`src/synth_pkg.sv`:
```
// Shared constants and types for the dual integer-N synthesiser block.
package synth_pkg;

  // ---------------------------------------------------------------
  // Register map and field layout
  // ---------------------------------------------------------------
  localparam logic [7:0]  ADDR_DATA   = 8'hB2;
  localparam logic [7:0]  ADDR_CTRL   = 8'hB3;
  localparam logic [7:0]  ADDR_STAT   = 8'hB4;
  localparam logic [15:0] CTRL_RST    = 16'h0000;
  localparam logic [7:0]  RD_ZERO     = 8'h00;
  localparam int          CH_BYTE     = 8;
  localparam int          GAIN_BIT    = 3;
  localparam int          SET_BIT     = 1;
  localparam int          DW_CH_BIT   = 15;
  localparam int          DW_SET_BIT  = 14;
  localparam int          DW_SEL_LSB  = 12;
  localparam int          DW_PAY_W    = 12;
  localparam logic [1:0]  W_N_LO      = 2'h0;
  localparam logic [1:0]  W_N_HI      = 2'h1;
  localparam logic [1:0]  W_R_LO      = 2'h2;
  localparam logic [1:0]  W_R_HI      = 2'h3;

  // ---------------------------------------------------------------
  // Divider widths and lock tolerance in reference cycles
  // ---------------------------------------------------------------
  localparam int          N_W         = 20;
  localparam int          R_W         = 13;
  localparam logic [2:0]  TOL_ONE     = 3'h1;
  localparam logic [2:0]  TOL_FOUR    = 3'h4;
  localparam logic [2:0]  HIST_RST    = 3'h0;

  // ---------------------------------------------------------------
  // Types
  // ---------------------------------------------------------------
  typedef struct packed {
    logic       ref_sel;
    logic [1:0] spare;
    logic       irq_en;
    logic       high_gain;
    logic       tol4;
    logic       set_sel;
    logic       enable;
  } chan_ctrl_t;

  typedef struct packed {
    logic [N_W-1:0] n;
    logic [R_W-1:0] r;
  } div_set_t;

  typedef struct packed {
    logic ref_div;
    logic fb_div;
  } cmp_edges_t;

  typedef enum logic [1:0] {
    LD_IDLE      = 2'b00,
    LD_REF_FIRST = 2'b01,
    LD_FB_FIRST  = 2'b10,
    LD_LATE      = 2'b11
  } ld_state_t;

  // A divider ratio of 0 or 1 passes every edge.
  function automatic logic at_term(input logic [N_W-1:0] cnt,
                                   input logic [N_W-1:0] div);
    return (div <= 20'h00001) || (cnt >= div - 20'h00001);
  endfunction : at_term

endpackage : synth_pkg

```
`src/synth_lock_detect.sv`:
```
// Lock detector for one synthesiser channel: window check and vote.
`timescale 1ns/100ps
module synth_lock_detect
  import synth_pkg::*;
(
  input  wire logic       i_core_clk, // Core clock.
  input  wire logic       i_reset,    // Synchronous reset, high.
  input  wire logic       i_clk_en,   // Freezes all state when low.
  input  wire logic       i_enable,   // Channel enabled.
  input  wire logic       i_tol4,     // Wide four-cycle window.
  input  wire logic       i_ref_tick, // Undivided reference edge.
  input  wire cmp_edges_t i_edges,    // Divided reference/feedback.
  output logic            o_locked,   // Voted lock status.
  output logic            o_loss      // Lock lost, one-cycle pulse.
);

  ld_state_t  st_r;
  ld_state_t  st_nxt;
  logic [2:0] cnt_r;
  logic [2:0] cnt_nxt;
  logic [2:0] hist_r;
  logic [2:0] hist_nxt;
  logic       lock_r;
  logic       lock_nxt;
  logic       loss_r;
  logic       meas_v;
  logic       meas_ok;
  logic       other_edge;
  logic [2:0] tol;

  assign tol        = i_tol4 ? TOL_FOUR : TOL_ONE;
  assign other_edge = (st_r == LD_REF_FIRST) ? i_edges.fb_div
                                             : i_edges.ref_div;

  // ---------------------------------------------------------------
  // One measurement per comparison cycle
  // ---------------------------------------------------------------
  always_comb
  begin
    st_nxt  = st_r;
    cnt_nxt = cnt_r;
    meas_v  = 1'b0;
    meas_ok = 1'b0;
    unique case (st_r)
      LD_IDLE:
      begin
        cnt_nxt = 3'h0;
        if (i_edges.ref_div && i_edges.fb_div)
        begin
          meas_v  = 1'b1;
          meas_ok = 1'b1;
        end
        else if (i_edges.ref_div)
          st_nxt = LD_REF_FIRST;
        else if (i_edges.fb_div)
          st_nxt = LD_FB_FIRST;
      end
      LD_REF_FIRST, LD_FB_FIRST:
      begin
        if (other_edge)
        begin
          meas_v  = 1'b1;
          meas_ok = (cnt_r <= tol);
          st_nxt  = LD_IDLE;
        end
        else if (i_ref_tick)
        begin
          if (cnt_r == tol)
          begin
            meas_v = 1'b1;
            st_nxt = LD_LATE;
          end
          else
            cnt_nxt = cnt_r + 3'h1;
        end
      end
      LD_LATE:
        if (i_edges.ref_div || i_edges.fb_div)
          st_nxt = LD_IDLE;
    endcase
  end

  // The late edge of a failed pair is swallowed in LD_LATE so that a
  // slipping loop scores one miss per cycle, not two.
  assign hist_nxt = meas_v ? {hist_r[1:0], meas_ok} : hist_r;
  assign lock_nxt = lock_r ? ((hist_nxt[0] & hist_nxt[1]) |
                              (hist_nxt[1] & hist_nxt[2]) |
                              (hist_nxt[0] & hist_nxt[2]))
                           : (hist_nxt[0] & hist_nxt[1]);

  // ---------------------------------------------------------------
  // State
  // ---------------------------------------------------------------
  always_ff @(posedge i_core_clk)
  begin
    if (i_reset || (i_clk_en && !i_enable))
    begin
      st_r   <= LD_IDLE;
      cnt_r  <= 3'h0;
      hist_r <= HIST_RST;
      lock_r <= 1'b0;
    end
    else if (i_clk_en)
    begin
      st_r   <= st_nxt;
      cnt_r  <= cnt_nxt;
      hist_r <= hist_nxt;
      lock_r <= lock_nxt;
    end
  end

  always_ff @(posedge i_core_clk)
  begin
    if (i_reset)
      loss_r <= 1'b0;
    else if (i_clk_en)
      loss_r <= i_enable & lock_r & ~lock_nxt;
  end

  assign o_locked = lock_r;
  assign o_loss   = loss_r;
endmodule : synth_lock_detect

```
`src/integer_n_synth_divider_lock_detect.sv`:
```
// Two integer-N synthesiser channels with register access and lock.
`timescale 1ns/100ps
module integer_n_synth_divider_lock_detect
  import synth_pkg::*;
(
  input  wire logic        i_core_clk,            // Core clock, 40 MHz.
  input  wire logic        i_reset,               // Sync reset, high.
  input  wire logic        i_clk_en,              // Freeze when low.
  input  wire logic        i_wr_en,               // Register write.
  input  wire logic        i_rd_en,               // Register read.
  input  wire logic [7:0]  i_addr,                // Register address.
  input  wire logic [15:0] i_wr_data,             // Write data.
  output logic      [7:0]  o_rd_data,             // Read data.
  input  wire logic        i_xtal_ref,            // Crystal reference.
  input  wire logic        i_synth_ref_clock_pin, // Reference pin.
  input  wire logic [1:0]  i_vco_fb,              // VCO feedback.
  output logic      [1:0]  o_cp_up,               // Pump up.
  output logic      [1:0]  o_cp_down,             // Pump down.
  output logic      [1:0]  o_cp_high_gain,        // Gain select.
  output logic             o_lock_irq             // Lock loss irq.
);

  // ---------------------------------------------------------------
  // Pin synchronisers and edge detection
  // ---------------------------------------------------------------
  logic [3:0]     meta_r;
  logic [3:0]     sync_r;
  logic [1:0]     prev_r;
  logic           ref_lvl;
  logic           ref_prev_r;
  logic           ref_tick;
  logic [1:0]     fb_tick;
  logic [15:0]    ctrl_r;
  chan_ctrl_t     cc [2];
  div_set_t       sets_r [2][2];
  div_set_t       act [2];
  logic [R_W-1:0] r_cnt_r [2];
  logic [N_W-1:0] n_cnt_r [2];
  logic [1:0]     ref_div;
  logic [1:0]     fb_div;
  logic [1:0]     locked;
  logic [1:0]     loss;
  logic [1:0]     loss_r;
  logic [1:0]     up_r;
  logic [1:0]     down_r;
  logic [7:0]     rd_r;
  logic           wr_data;
  logic           wr_ctrl;
  logic           rd_stat;
  logic           wr_ch;
  logic           wr_set;
  logic [1:0]     wr_sel;
  logic [DW_PAY_W-1:0] wr_pay;

  always_ff @(posedge i_core_clk)
  begin
    if (i_reset)
    begin
      meta_r <= 4'h0;
      sync_r <= 4'h0;
      prev_r <= 2'h0;
    end
    else if (i_clk_en)
    begin
      meta_r <= {i_vco_fb, i_synth_ref_clock_pin, i_xtal_ref};
      sync_r <= meta_r;
      prev_r <= sync_r[3:2];
    end
  end

  // Changing the source may create one stray edge; retune afterwards.
  assign ref_lvl  = cc[0].ref_sel ? sync_r[1] : sync_r[0];
  assign ref_tick = ref_lvl & ~ref_prev_r;
  assign fb_tick  = sync_r[3:2] & ~prev_r;

  always_ff @(posedge i_core_clk)
  begin
    if (i_reset)
      ref_prev_r <= 1'b0;
    else if (i_clk_en)
      ref_prev_r <= ref_lvl;
  end

  // ---------------------------------------------------------------
  // Register writes
  // ---------------------------------------------------------------
  assign wr_data = i_clk_en && i_wr_en && (i_addr == ADDR_DATA);
  assign wr_ctrl = i_clk_en && i_wr_en && (i_addr == ADDR_CTRL);
  assign rd_stat = i_clk_en && i_rd_en && (i_addr == ADDR_STAT);
  assign wr_ch   = i_wr_data[DW_CH_BIT];
  assign wr_set  = i_wr_data[DW_SET_BIT];
  assign wr_sel  = i_wr_data[DW_SEL_LSB +: 2];
  assign wr_pay  = i_wr_data[DW_PAY_W-1:0];

  always_ff @(posedge i_core_clk)
  begin
    if (i_reset)
      ctrl_r <= CTRL_RST;
    else if (wr_ctrl)
      ctrl_r <= i_wr_data;
  end

  // No interlock: a write to the live set is applied at once.
  always_ff @(posedge i_core_clk)
  begin
    if (i_reset)
    begin
      for (int c = 0; c < 2; c++)
        for (int s = 0; s < 2; s++)
          sets_r[c][s] <= '0;
    end
    else if (wr_data)
    begin
      unique case (wr_sel)
        W_N_LO: sets_r[wr_ch][wr_set].n[DW_PAY_W-1:0] <= wr_pay;
        W_N_HI: sets_r[wr_ch][wr_set].n[N_W-1:DW_PAY_W] <=
                  wr_pay[N_W-DW_PAY_W-1:0];
        W_R_LO: sets_r[wr_ch][wr_set].r[DW_PAY_W-1:0] <= wr_pay;
        W_R_HI: sets_r[wr_ch][wr_set].r[R_W-1] <= wr_pay[0];
      endcase
    end
  end

  // ---------------------------------------------------------------
  // Channels
  // ---------------------------------------------------------------
  for (genvar ch = 0; ch < 2; ch++)
  begin : g_ch
    assign cc[ch]  = chan_ctrl_t'(ctrl_r[ch*CH_BYTE +: CH_BYTE]);
    assign act[ch] = sets_r[ch][cc[ch].set_sel];
    assign o_cp_high_gain[ch] = cc[ch].high_gain;

    // R divides the reference down to the comparison rate and N
    // divides the VCO down to it, so the loop settles at ref*N/R.
    assign ref_div[ch] = cc[ch].enable && ref_tick &&
      at_term(N_W'(r_cnt_r[ch]), N_W'(act[ch].r));
    assign fb_div[ch]  = cc[ch].enable && fb_tick[ch] &&
      at_term(n_cnt_r[ch], act[ch].n);

    always_ff @(posedge i_core_clk)
    begin
      if (i_reset || (i_clk_en && !cc[ch].enable))
      begin
        r_cnt_r[ch] <= '0;
        n_cnt_r[ch] <= '0;
      end
      else if (i_clk_en)
      begin
        if (ref_div[ch])
          r_cnt_r[ch] <= '0;
        else if (ref_tick)
          r_cnt_r[ch] <= r_cnt_r[ch] + 13'h0001;
        if (fb_div[ch])
          n_cnt_r[ch] <= '0;
        else if (fb_tick[ch])
          n_cnt_r[ch] <= n_cnt_r[ch] + 20'h00001;
      end
    end

    // Phase-frequency detector: both pulses pending cancel out.
    always_ff @(posedge i_core_clk)
    begin
      if (i_reset || (i_clk_en && !cc[ch].enable))
      begin
        up_r[ch]   <= 1'b0;
        down_r[ch] <= 1'b0;
      end
      else if (i_clk_en)
      begin
        if ((up_r[ch] || ref_div[ch]) && (down_r[ch] || fb_div[ch]))
        begin
          up_r[ch]   <= 1'b0;
          down_r[ch] <= 1'b0;
        end
        else
        begin
          up_r[ch]   <= up_r[ch] | ref_div[ch];
          down_r[ch] <= down_r[ch] | fb_div[ch];
        end
      end
    end

    synth_lock_detect u_lock (
      .i_core_clk (i_core_clk),
      .i_reset    (i_reset),
      .i_clk_en   (i_clk_en),
      .i_enable   (cc[ch].enable),
      .i_tol4     (cc[ch].tol4),
      .i_ref_tick (ref_tick),
      .i_edges    ({ref_div[ch], fb_div[ch]}),
      .o_locked   (locked[ch]),
      .o_loss     (loss[ch])
    );
  end

  assign o_cp_up   = up_r;
  assign o_cp_down = down_r;

  // ---------------------------------------------------------------
  // Status, loss flags and interrupt
  // ---------------------------------------------------------------
  // A loss in the same cycle as the clearing read survives it.
  always_ff @(posedge i_core_clk)
  begin
    if (i_reset)
      loss_r <= 2'b00;
    else if (i_clk_en)
      loss_r <= (loss_r & ~{2{rd_stat}}) | loss;
  end

  always_ff @(posedge i_core_clk)
  begin
    if (i_reset)
      rd_r <= RD_ZERO;
    else if (rd_stat)
      rd_r <= {4'h0, loss_r, locked};
    else if (i_clk_en && i_rd_en)
      rd_r <= RD_ZERO;
  end

  assign o_rd_data  = rd_r;
  assign o_lock_irq = |(loss_r & {cc[1].irq_en, cc[0].irq_en});
endmodule : integer_n_synth_divider_lock_detect

```
`config.mk`:
```
export PLATFORM = sky130hd
export DESIGN_NAME = integer_n_synth_divider_lock_detect
export DESIGN_NICKNAME = d
export VERILOG_FILES = /design/src/synth_pkg.sv /design/src/synth_lock_detect.sv /design/src/integer_n_synth_divider_lock_detect.sv
export SDC_FILE = /design/constraint.sdc
export NUM_CORES = 1
export LEC_CHECK = 0
export BUFFER_PORTS_ARGS = -buffer_cell sky130_fd_sc_hd__buf_2
export CELL_PAD_IN_SITES_DETAIL_PLACEMENT = 1
export CELL_PAD_IN_SITES_GLOBAL_PLACEMENT = 2
export CORE_MARGIN = 4
export CORE_UTILIZATION = 35
export CTS_CLUSTER_DIAMETER = 120
export DETAILED_ROUTE_END_ITERATION = 12
export GPL_TIMING_DRIVEN = 0
export PLACE_DENSITY = 0.7
export SLEW_MARGIN = 20
export SYNTH_ARGS = -nofsm -noshare
export SYNTH_HDL_FRONTEND = slang
export SYNTH_SLANG_ARGS = --single-unit
```
`constraint.sdc`:
```
create_clock -name i_core_clk -period 14.4 [get_ports i_core_clk]
set_clock_uncertainty 0.05 [all_clocks]
set_input_delay 2.88 -clock i_core_clk [delete_from_list [all_inputs] [get_ports i_core_clk]]
set_output_delay 2.88 -clock i_core_clk [all_outputs]
set_load 0.02 [all_outputs]
```
# Yosys cells after proc, flatten, opt, wreduce, memory -nomap -nowiden
# Memory sizes are Yosys's and may differ from the RTL's.
# Index checks and enable logic that the tools add are counted.
# totals
ff_bits	54
latch_bits	0
ram_bits	198
romBits	0
input_bits	33
output_inout_bits	15
word_cells	696
memories	3
# classes
n_addsub	10
multipliers	0
div	0
n_lt_le_gt_ge	14
n_eq_ne	30
shift	0
n_mux	333
n_bitwise	237
reduce_logical	48
# memory_table
memory	depth	width	rd	rd_clocked_by_memory_dff	wr	line	text
sets_r	2	66	2	0	2	integer_n_synth_divider_lock_detect.sv:35	div_set_t sets_r [2][2];
n_cnt_r	2	20	2	0	2	integer_n_synth_divider_lock_detect.sv:38	logic [N_W-1:0] n_cnt_r [2];
r_cnt_r	2	13	2	0	2	integer_n_synth_divider_lock_detect.sv:37	logic [R_W-1:0] r_cnt_r [2];
# op_table
cell	n
66-bit 2-to-1 mux	6
1-bit 2-to-1 mux	271
33-bit 2-to-1 mux	7
1-bit bitwise OR	214
33-bit demux with 1-bit select	4
20-bit 2-to-1 mux	4
66-bit OR reduction	1
13-bit 2-to-1 mux	5
20-bit by 1-bit adder with 20-bit output (second input constant)	2
13-bit by 20-bit >= comparator with 1-bit output	2
20-bit >= comparator	2
20-bit by 1-bit <= comparator with 1-bit output (second input constant)	2
20-bit by 1-bit subtractor with 20-bit output (second input constant)	2
3-bit 2-to-1 mux	10
2-bit 2-to-1 mux	14
13-bit by 1-bit subtractor with 14-bit output (second input constant)	2
13-bit by 1-bit adder with 13-bit output (second input constant)	2
13-bit by 1-bit <= comparator with 1-bit output (second input constant)	2
25-bit 2-to-1 mux	1
8-bit == test (second input constant)	3
1-bit logical AND	20
2-bit inequality test (second input constant)	8
2-bit == test (second input constant)	6
1-bit logical OR	12
other kinds (26)	70

# Depth between registers and ports, before layout
# Gate-level depths: netlist (run 1).
# logic_depth
ltp_word	18
mapped_depth	24

# Hierarchy
# From an unflattened synthesis (run 1), not the netlist that was laid out.
# hier_totals
cells_unflattened	1448
hier_area_um2	14614.0
# by_module_without_submodules
module	n_inst	cells_each	area_each_um2
integer_n_synth_divider_lock_detect	1	1290	13307.8
synth_lock_detect	2	79	653.1

# Least setup slack after synthesis (run 1)
# Ideal clock, no wire load.
# synth_timing
path_kind	register -> register
start	register ctrl_r[9]
end	memory r_cnt_r[1][10], data pin
setup_ps	140
t_arrival_ps	5167
required_time_ps	14210
path_slack_ps	9043
stages_incl_launch_ff	25
path_buffers	6
path_cell_list	dfxtp_1 buf_4 buf_2 buf_2 clkbuf_1 clkbuf_1 mux2i_1 ha_1 o21ai_0 nand2b_1 or2_2 nor2_1 xnor2_1 nand2_1 o21ai_0 ha_1 nand2_1 o21ai_0 a2111oi_0 o21ai_0 a311o_1 and2_1 or3_1 clkbuf_1 nor2_1
# synth_rtl
item	line	text
from (decl)	integer_n_synth_divider_lock_detect.sv:33	logic [15:0] ctrl_r;
from (signal assigned)	integer_n_synth_divider_lock_detect.sv:100	ctrl_r <= i_wr_data;
to (decl)	integer_n_synth_divider_lock_detect.sv:37	

==> summary.txt, run 1 <==
outcome = complete, no violations
fin. max-slew vios = 0
post-CTS sizing = 0
number of synthesized register bits = 250
Post-CTS Setup Bufs = 0
Initial Utilization = 0.355
CP top delay family = buffers and inverters
largest net degree at the start of global routing = 21
cell with the most instances after synthesis = nor2_1
initial antenna violation count = 1
TritonCTS Sinks = 250
Antenna Violating Nets Remaining = 0
routed length per instance = 20.1 um
top cell type's share of synthesized area = 0.400
leakage power = 0.00606 uW
Yosys top cell by area = edfxtp_1
Post-synth EDFFs = 198
pwr/cell area = 102 nW/um^2
final setup fails = 0
register area share after synthesis = 0.470
Final min period = 7.49 ns
Clock Latency Late Sink = 0.58 ns
Clock Path Buffers = 3
Detailed Route Iter0 Violations = 541
top cells by area, synth = edfxtp_1, ha_1, dfxtp_1, nor2_1, xor2_1
final RePlAce weighted congestion = 0.781
max cap viols = 0
hold buffer count at CTS = 0
Netlist cell types = 78
Root Driver = clkbuf_16
Syn Inst Count = 1491
cell repeated most along the worst path = clkbuf_1
RSZ-0062 raised after global routing = no
Hold Vio Cnt, Final = 0
Syn-to-layout area delta = 12.6%
CP max stage cell = clkbuf_1
top_reg_cell synth = edfxtp_1
Core ar. = 41900 sq um
Die Span Y = 214 um
startpoint types = register
Port Buf Inserts = 39
Vias/cell = 5.34
Worst EP arrival = 7.74 ns
list of most frequent post-synthesis cells = nor2_1, edfxtp_1, nand2_1, ha_1, xor2_1
Final #Nets = 1691
setup TNS = 0 ns
DIE WIDTH = 214 um
CTS H-tree depth = 1
type of the worst setup path = register to register
pre-CTS setup slack = 6.96 ns
DP Wirelength = 31.7 mm
synthesized cell area = 14900 sq um
CTS clock-pin slew for the worst setup and hold paths = 0.06 ns
Ys Warns = 0
syn avg cell area = 9.97 sq um
CTS Buf Count = 30
detailed-route DRC error count = 0
overflow left after global routing = 0
Peak VDD IR = 0.0820 mV
Setup crit end kind = register
Worst Hold Class = register to register
Pre-Repair DR Iteration Count = 4
relative slew slack = 0.310
Routed WL = 42.9 mm
die area = 45900 sq um
share of layout cells above drive strength 1 = 0.0755
site row count = 75
Req. time, crit path = 14.65 ns
placed cell count = 2073
final hold slack = 0.431 ns
vias in the first global route = 11979
Fmax achieved = 133 MHz
buffer and inverter count on the worst path = 6
CTS tree = yes
via count = 11375
worst path cell trace = buf_4 > buf_2 > buf_2 > clkbuf_1 > clkbuf_1 > mux2i_1 > ha_1 > o21ai_0 > nor2_1 > nand2_1 > nor3_1 > o21ai_0 > xnor2_1 > ha_1 > nand4_1 > nor4_1 > nand3_1 > a31oi_4 > or3_1 > clkbuf_1 > nor2_1
GRT Util Overall = 0.185
Tcrit/Tclk final = 0.520
Worst-Margin Slew = 1.03 ns
Finished Layout Cells = 2130
fraction of registers with async set/reset = 0
Max stage delay on crit path = 0.82 ns
# IOs = 48
Crit Path Max Fanout = 10
Final Worst Setup Slack = 6.91 ns
first-pass GRT wire length = 67.9 mm
-- worst min-delay path: cells and delay by family (launching register included) --
kind            cells  cell delay [ns]
flops               1             0.31
compound gates      2             0.13
-- flip-flops by register name (all words and copies together), names as in the netlist, 4 cells and up --
register            flops
g_ch.u_lock.st_r        4
n_cnt_r                40
sync_r                  4
o_rd_data               4
ctrl_r                 11
g_ch.u_lock.hist_r      6
r_cnt_r                26
sets_r                132
meta_r                  4
g_ch.u_lock.cnt_r       6
-- cell type report --
class                   count  area, sq um
fillers                  4696        25200
inverters                  52          195
flip-flops and latches    250         6990
clock inverters            22          179
diodes                      1         2.50
well taps                 539          674
plain buffers              56          263
multi-input cells        1136         7450
repair buffers             40          203
clock buffers              34          787
-- where the power goes --
part           total [uW]  internal (uW)  switching [uW]
Clock                 755            429             326
Sequential            835            807            28.3
Combinational         112           43.4            68.7
-- worst paths after layout --
path | depth (start not counted) | slack (ns) | from | to
min reg2reg | 2 | 0.43 | g_ch[1].u_lock.hist_r[2] | g_ch[1].u_lock.hist_r[2]
max reg2reg | 21 | 6.91 | ctrl_r[9] | n_cnt_r[1][14]
min | 2 | 0.43 | g_ch[1].u_lock.hist_r[2] | g_ch[1].u_lock.hist_r[2]
max | 21 | 6.91 | ctrl_r[9] | n_cnt_r[1][14]
-- layer usage --
metal  GRT usage  part of all wire  vias to the layer above
li1            -                 -                     5527
met1       0.255              0.48                     5646
met2       0.313              0.47                      147
met3      0.0224             0.031                       55
met4      0.0419             0.020                        0
met5           0                 0                        -
-- cell families (layout without fill, tap and decap cells) --
kind of cell | count (synthesis) | in the layout | share of synthesized area
other cells | 1 | 5 | 0.000252
buf+inv | 108 | 204 | 0.0308
xor+xnor | 130 | 130 | 0.0766
mux | 70 | 70 | 0.0472
flops | 250 | 250 | 0.470
simple gates | 625 | 625 | 0.200
fa+ha+maj | 92 | 92 | 0.0774
compound gates | 215 | 215 | 0.0984
-- layout by cell type (no fill, tap or decap), types with 7 or more instances in the layout --
master / synthesis / layout
nor4_1: 15 / 14
a21oi_1: 53 / 53
clkbuf_16: 0 / 31
nor2b_1: 12 / 12
nor3_1: 36 / 36
buf_4: 8 / 9
xnor2_1: 46 / 46
o21ai_0: 64 / 64
ha_1: 92 / 92
mux2i_1: 69 / 69
nand2_1: 98 / 98
nand4_1: 20 / 20
nand3_1: 45 / 45
nand3b_1: 8 / 8
edfxtp_1: 198 / 198
and3_1: 23 / 23
nand2b_1: 24 / 24
dfxtp_1: 52 / 52
nor2_1: 277 / 277
clkbuf_1: 38 / 41
a22oi_1: 11 / 11
nor3b_1: 16 / 16
inv_1: 52 / 52
and4_1: 7 / 7
xor2_1: 84 / 84
buf_2: 3 / 42
a21o_1: 14 / 14
or3_1: 18 / 18
-- through the flow --
step                      cell area [sq um]  power [uW]  utilization
after floorplan                       14900         919            -
after global placement                15800         959        0.376
after detailed placement              15800         963        0.376
after CTS                             16700        1720        0.399
after global routing                  16700        1780        0.399
final                                 16700        1700        0.399
No activity file was read; power rests on OpenSTA's default activity.
==> run 2: changes to the inputs <==
==> constraint.sdc (replaced) <==
create_clock -name i_core_clk -period 7 [get_ports i_core_clk]
set_clock_uncertainty 0.05 [all_clocks]
set_input_delay 1.4 -clock i_core_clk [delete_from_list [all_inputs] [get_ports i_core_clk]]
set_output_delay 1.4 -clock i_core_clk [all_outputs]
set_load 0.02 [all_outputs]
==> run 2 against run 1 <==
  * Worst setup slack worse by 6.4 ns
  * Cell count hardly changed
  * Highest routed layer unchanged
  * Total power is 110% higher
  * Critical endpoint is now g_ch[1].u_lock.o_locked
  * Largest power group unchanged
  * Critical path depth stayed put
  * Utilization hardly changed
  * Via count is 0.37% lower
==> summary.txt, run 2 (same netlist as run 1, synthesis figures left out) <==
outcome = complete, no violations
Worst Setup SP = ctrl_r[9]
RSZ-0062 raised after global routing = no
CTS tree = yes
largest registers = sets_r x132, n_cnt_r x40, r_cnt_r x26
Int Pwr = 2630 uW (+110%)
commonest non-fill, non-tap cell in the layout = nor2_1
Port Buf Inserts = 39 (unchanged)
relative slew slack = 0.326 (+0.0159)
Routed WL = 42.8 mm (-0.13%)
Peak VDD IR = 0.168 mV (+110%)
Final #Nets = 1689 (-0.12%)
leakage power = 0.00608 uW (+0.25%)
Tcrit/Tclk final = 0.927 (+0.406)
Fmax achieved = 154 MHz (+16%)
Vias/cell = 5.33 (-0.28%)
die area = 45900 sq um (unchanged)
placed cell count = 2073 (unchanged)
CTS Buf Count = 30 (unchanged)
Initial Utilization = 0.355 (unchanged)
worst path cell trace = buf_4 > buf_2 > clkbuf_4 > clkbuf_4 > mux2i_1 > ha_1 > o21ai_0 > nor2_1 > nand2_1 > nor3_1 > o21ai_0 > xnor2_1 > ha_1 > nand4_1 > nor4_1 > nand3_1 > a31oi_4 > a2bb2oi_1 > o32ai_4 > o32ai_2 > a31o_2
Setup crit end kind = register
Finished Layout Cells = 2128 (-0.094%)
Root Driver = clkbuf_16
initial antenna violation count = 1 (unchanged)
max cap viols = 0 (unchanged)
CP Depth = 21 (unchanged)
# IOs = 48 (unchanged)
share of power burned in registers = 0.491 (about the same)
max reg flops = 132 (unchanged)
Die Span Y = 214 um (unchanged)
DP Wirelength = 31.7 mm (unchanged)
clock share of power = 0.443 (about the same)
buffer and inverter count on the worst path = 4 (-2)
r2r setup slk = 0.51 ns (-6.39 ns)
Clock Latency Late Sink = 0.58 ns (about the same)
Crit Path Max Fanout = 19 (+9)
site row count = 75 (unchanged)
Core ar. = 41900 sq um (unchanged)
pre-CTS setup slack = -0.435 ns (-7.40 ns)
setup TNS = 0 ns (unchanged)
largest net degree at the start of global routing = 21 (unchanged)
type of the worst setup path = register to register
vias in the first global route = 11964 (-0.13%)
Final Worst Setup Slack = 0.514 ns (-6.39 ns)
CP top delay family = compound AO/OA/AOI/OAI gates
routed length per instance = 20.1 um (about the same)
via count = 11333 (-0.37%)
Comb pwr share = 0.066 (about the same)
first-pass GRT wire length = 67.8 mm (-0.10%)
worst r2r dst = g_ch[1].u_lock.o_locked
Hold Vio Cnt, Final = 0 (unchanged)
Pre-Repair DR Iteration Count = 4 (unchanged)
most flop-heavy register = sets_r
Syn-to-layout area delta = 12.6% (about the same)
final setup fails = 0 (unchanged)
dpl cell area = 15800 sq um (unchanged)
fin. max-slew vios = 0 (unchanged)
share of layout cells above drive strength 1 = 0.0793 (+0.00387)
TritonCTS Sinks = 250 (unchanged)
pwr/cell area = 209 nW/um^2 (+110%)
startpoint types = register
P_sw = 869 uW (+110%)
Clock Path Buffers = 3 (unchanged)
GRT Util Overall = 0.185 (-0.000211)
depth of the most critical reg-to-reg path = 21 (unchanged)
Detailed Route Iter0 Violations = 520 (-3.9%)
Worst Setup EP = g_ch[1].u_lock.o_locked
design area = 16700 sq um (about the same)
Max stage delay on crit path = 0.50 ns (-0.32 ns)
Final min period = 6.49 ns (-1.01 ns)
CTS clock-pin slew for the worst setup and hold paths = 0.06 ns (about the same)
Worst Hold Class = register to register
most frequent cells in the layout = nor2_1, edfxtp_1, nand2_1
CTS H-tree depth = 1 (unchanged)
DIE WIDTH = 214 um (unchanged)
worst r2r src = ctrl_r[9]
detailed-route DRC error count = 0 (unchanged)
final RePlAce weighted congestion = 0.781 (unchanged)
Worst EP arrival = 6.90 ns (-0.84 ns)
CP max stage cell = nor4_1
Worst-Margin Slew = 1.01 ns (-0.0262 ns)
Total Power = 3500 uW (+110%)
Req. time, crit path = 7.42 ns (-7.23 ns)
Net Sw Frac = 0.248 (-0.000407)
overflow left after global routing = 0 (unchanged)
Antenna Violating Nets Remaining = 0 (unchanged)
## run 2: worst min-delay path by stage
stage	startpoint	end	slack, ns	cells past startpoint
floorplan	g_ch[0].u_lock.o_locked	g_ch[0].u_lock.o_locked	0.40	2
global placement	g_ch[0].u_lock.hist_r[2]	g_ch[0].u_lock.hist_r[2]	0.42	2
detailed placement	g_ch[1].u_lock.hist_r[2]	g_ch[1].u_lock.hist_r[2]	0.42	2
CTS	g_ch[1].u_lock.hist_r[2]	g_ch[1].u_lock.hist_r[2]	0.43	2
global route	g_ch[1].u_lock.o_loss	g_ch[1].u_lock.o_loss	0.46	2
finish	g_ch[1].u_lock.hist_r[2]	g_ch[1].u_lock.hist_r[2]	0.43	2
## run 2: cell type report
class	count	area, sq um
clock buffers	34	787
well taps	539	674
clock inverters	22	179
diodes	1	2.50
inverters	52	195
flip-flops and latches	250	6990
plain buffers	54	269
multi-input cells	1136	7450
fillers	4699	25200
repair buffers	40	203
## run 2: routing by layer
layer | global-route usage | vias to the layer above | part of all wire
met5 | 0 | - | 0
met1 | 0.255 | 5611 | 0.48
met3 | 0.0221 | 54 | 0.032
li1 | - | 5522 | -
met4 | 0.0424 | 0 | 0.020
met2 | 0.313 | 146 | 0.47
## run 2: power groups by stage
| stage | Clock [uW] | Combinational, uW | Sequential, uW |
|---|---|---|---|
| 6_report | 1550 | 231 | 1720 |
| 5_1_grt | 1670 | 265 | 1730 |
| 3_3_place_gp | 0 | 226 | 1750 |
| 2_1_floorplan | 0 | 164 | 1730 |
| 4_1_cts | 1600 | 235 | 1720 |
| 3_5_place_dp | 0 | 233 | 1750 |
## run 2: what timing repair did
action | 4_1_cts | 5_1_grt
resized for setup | 5 | 6
setup buffers | 0 | 0
hold endpoints to repair | 0 | 0
endpoints found under the setup margin | 56 | 58
hold buffers | 0 | 0
## run 2: per-stage QoR
step / hold slack [ns] / util
after floorplan: 0.403 / -
after global placement: 0.417 / 0.376
after detailed placement: 0.423 / 0.376
after CTS: 0.431 / 0.399
after global routing: 0.464 / 0.399
final: 0.430 / 0.399
## run 2: tightest hold or removal path, cell delays in order (launching register included)
cell and delay [ns]:
dfxtp_1 0.31, o21ai_0 0.07, a21oi_1 0.06
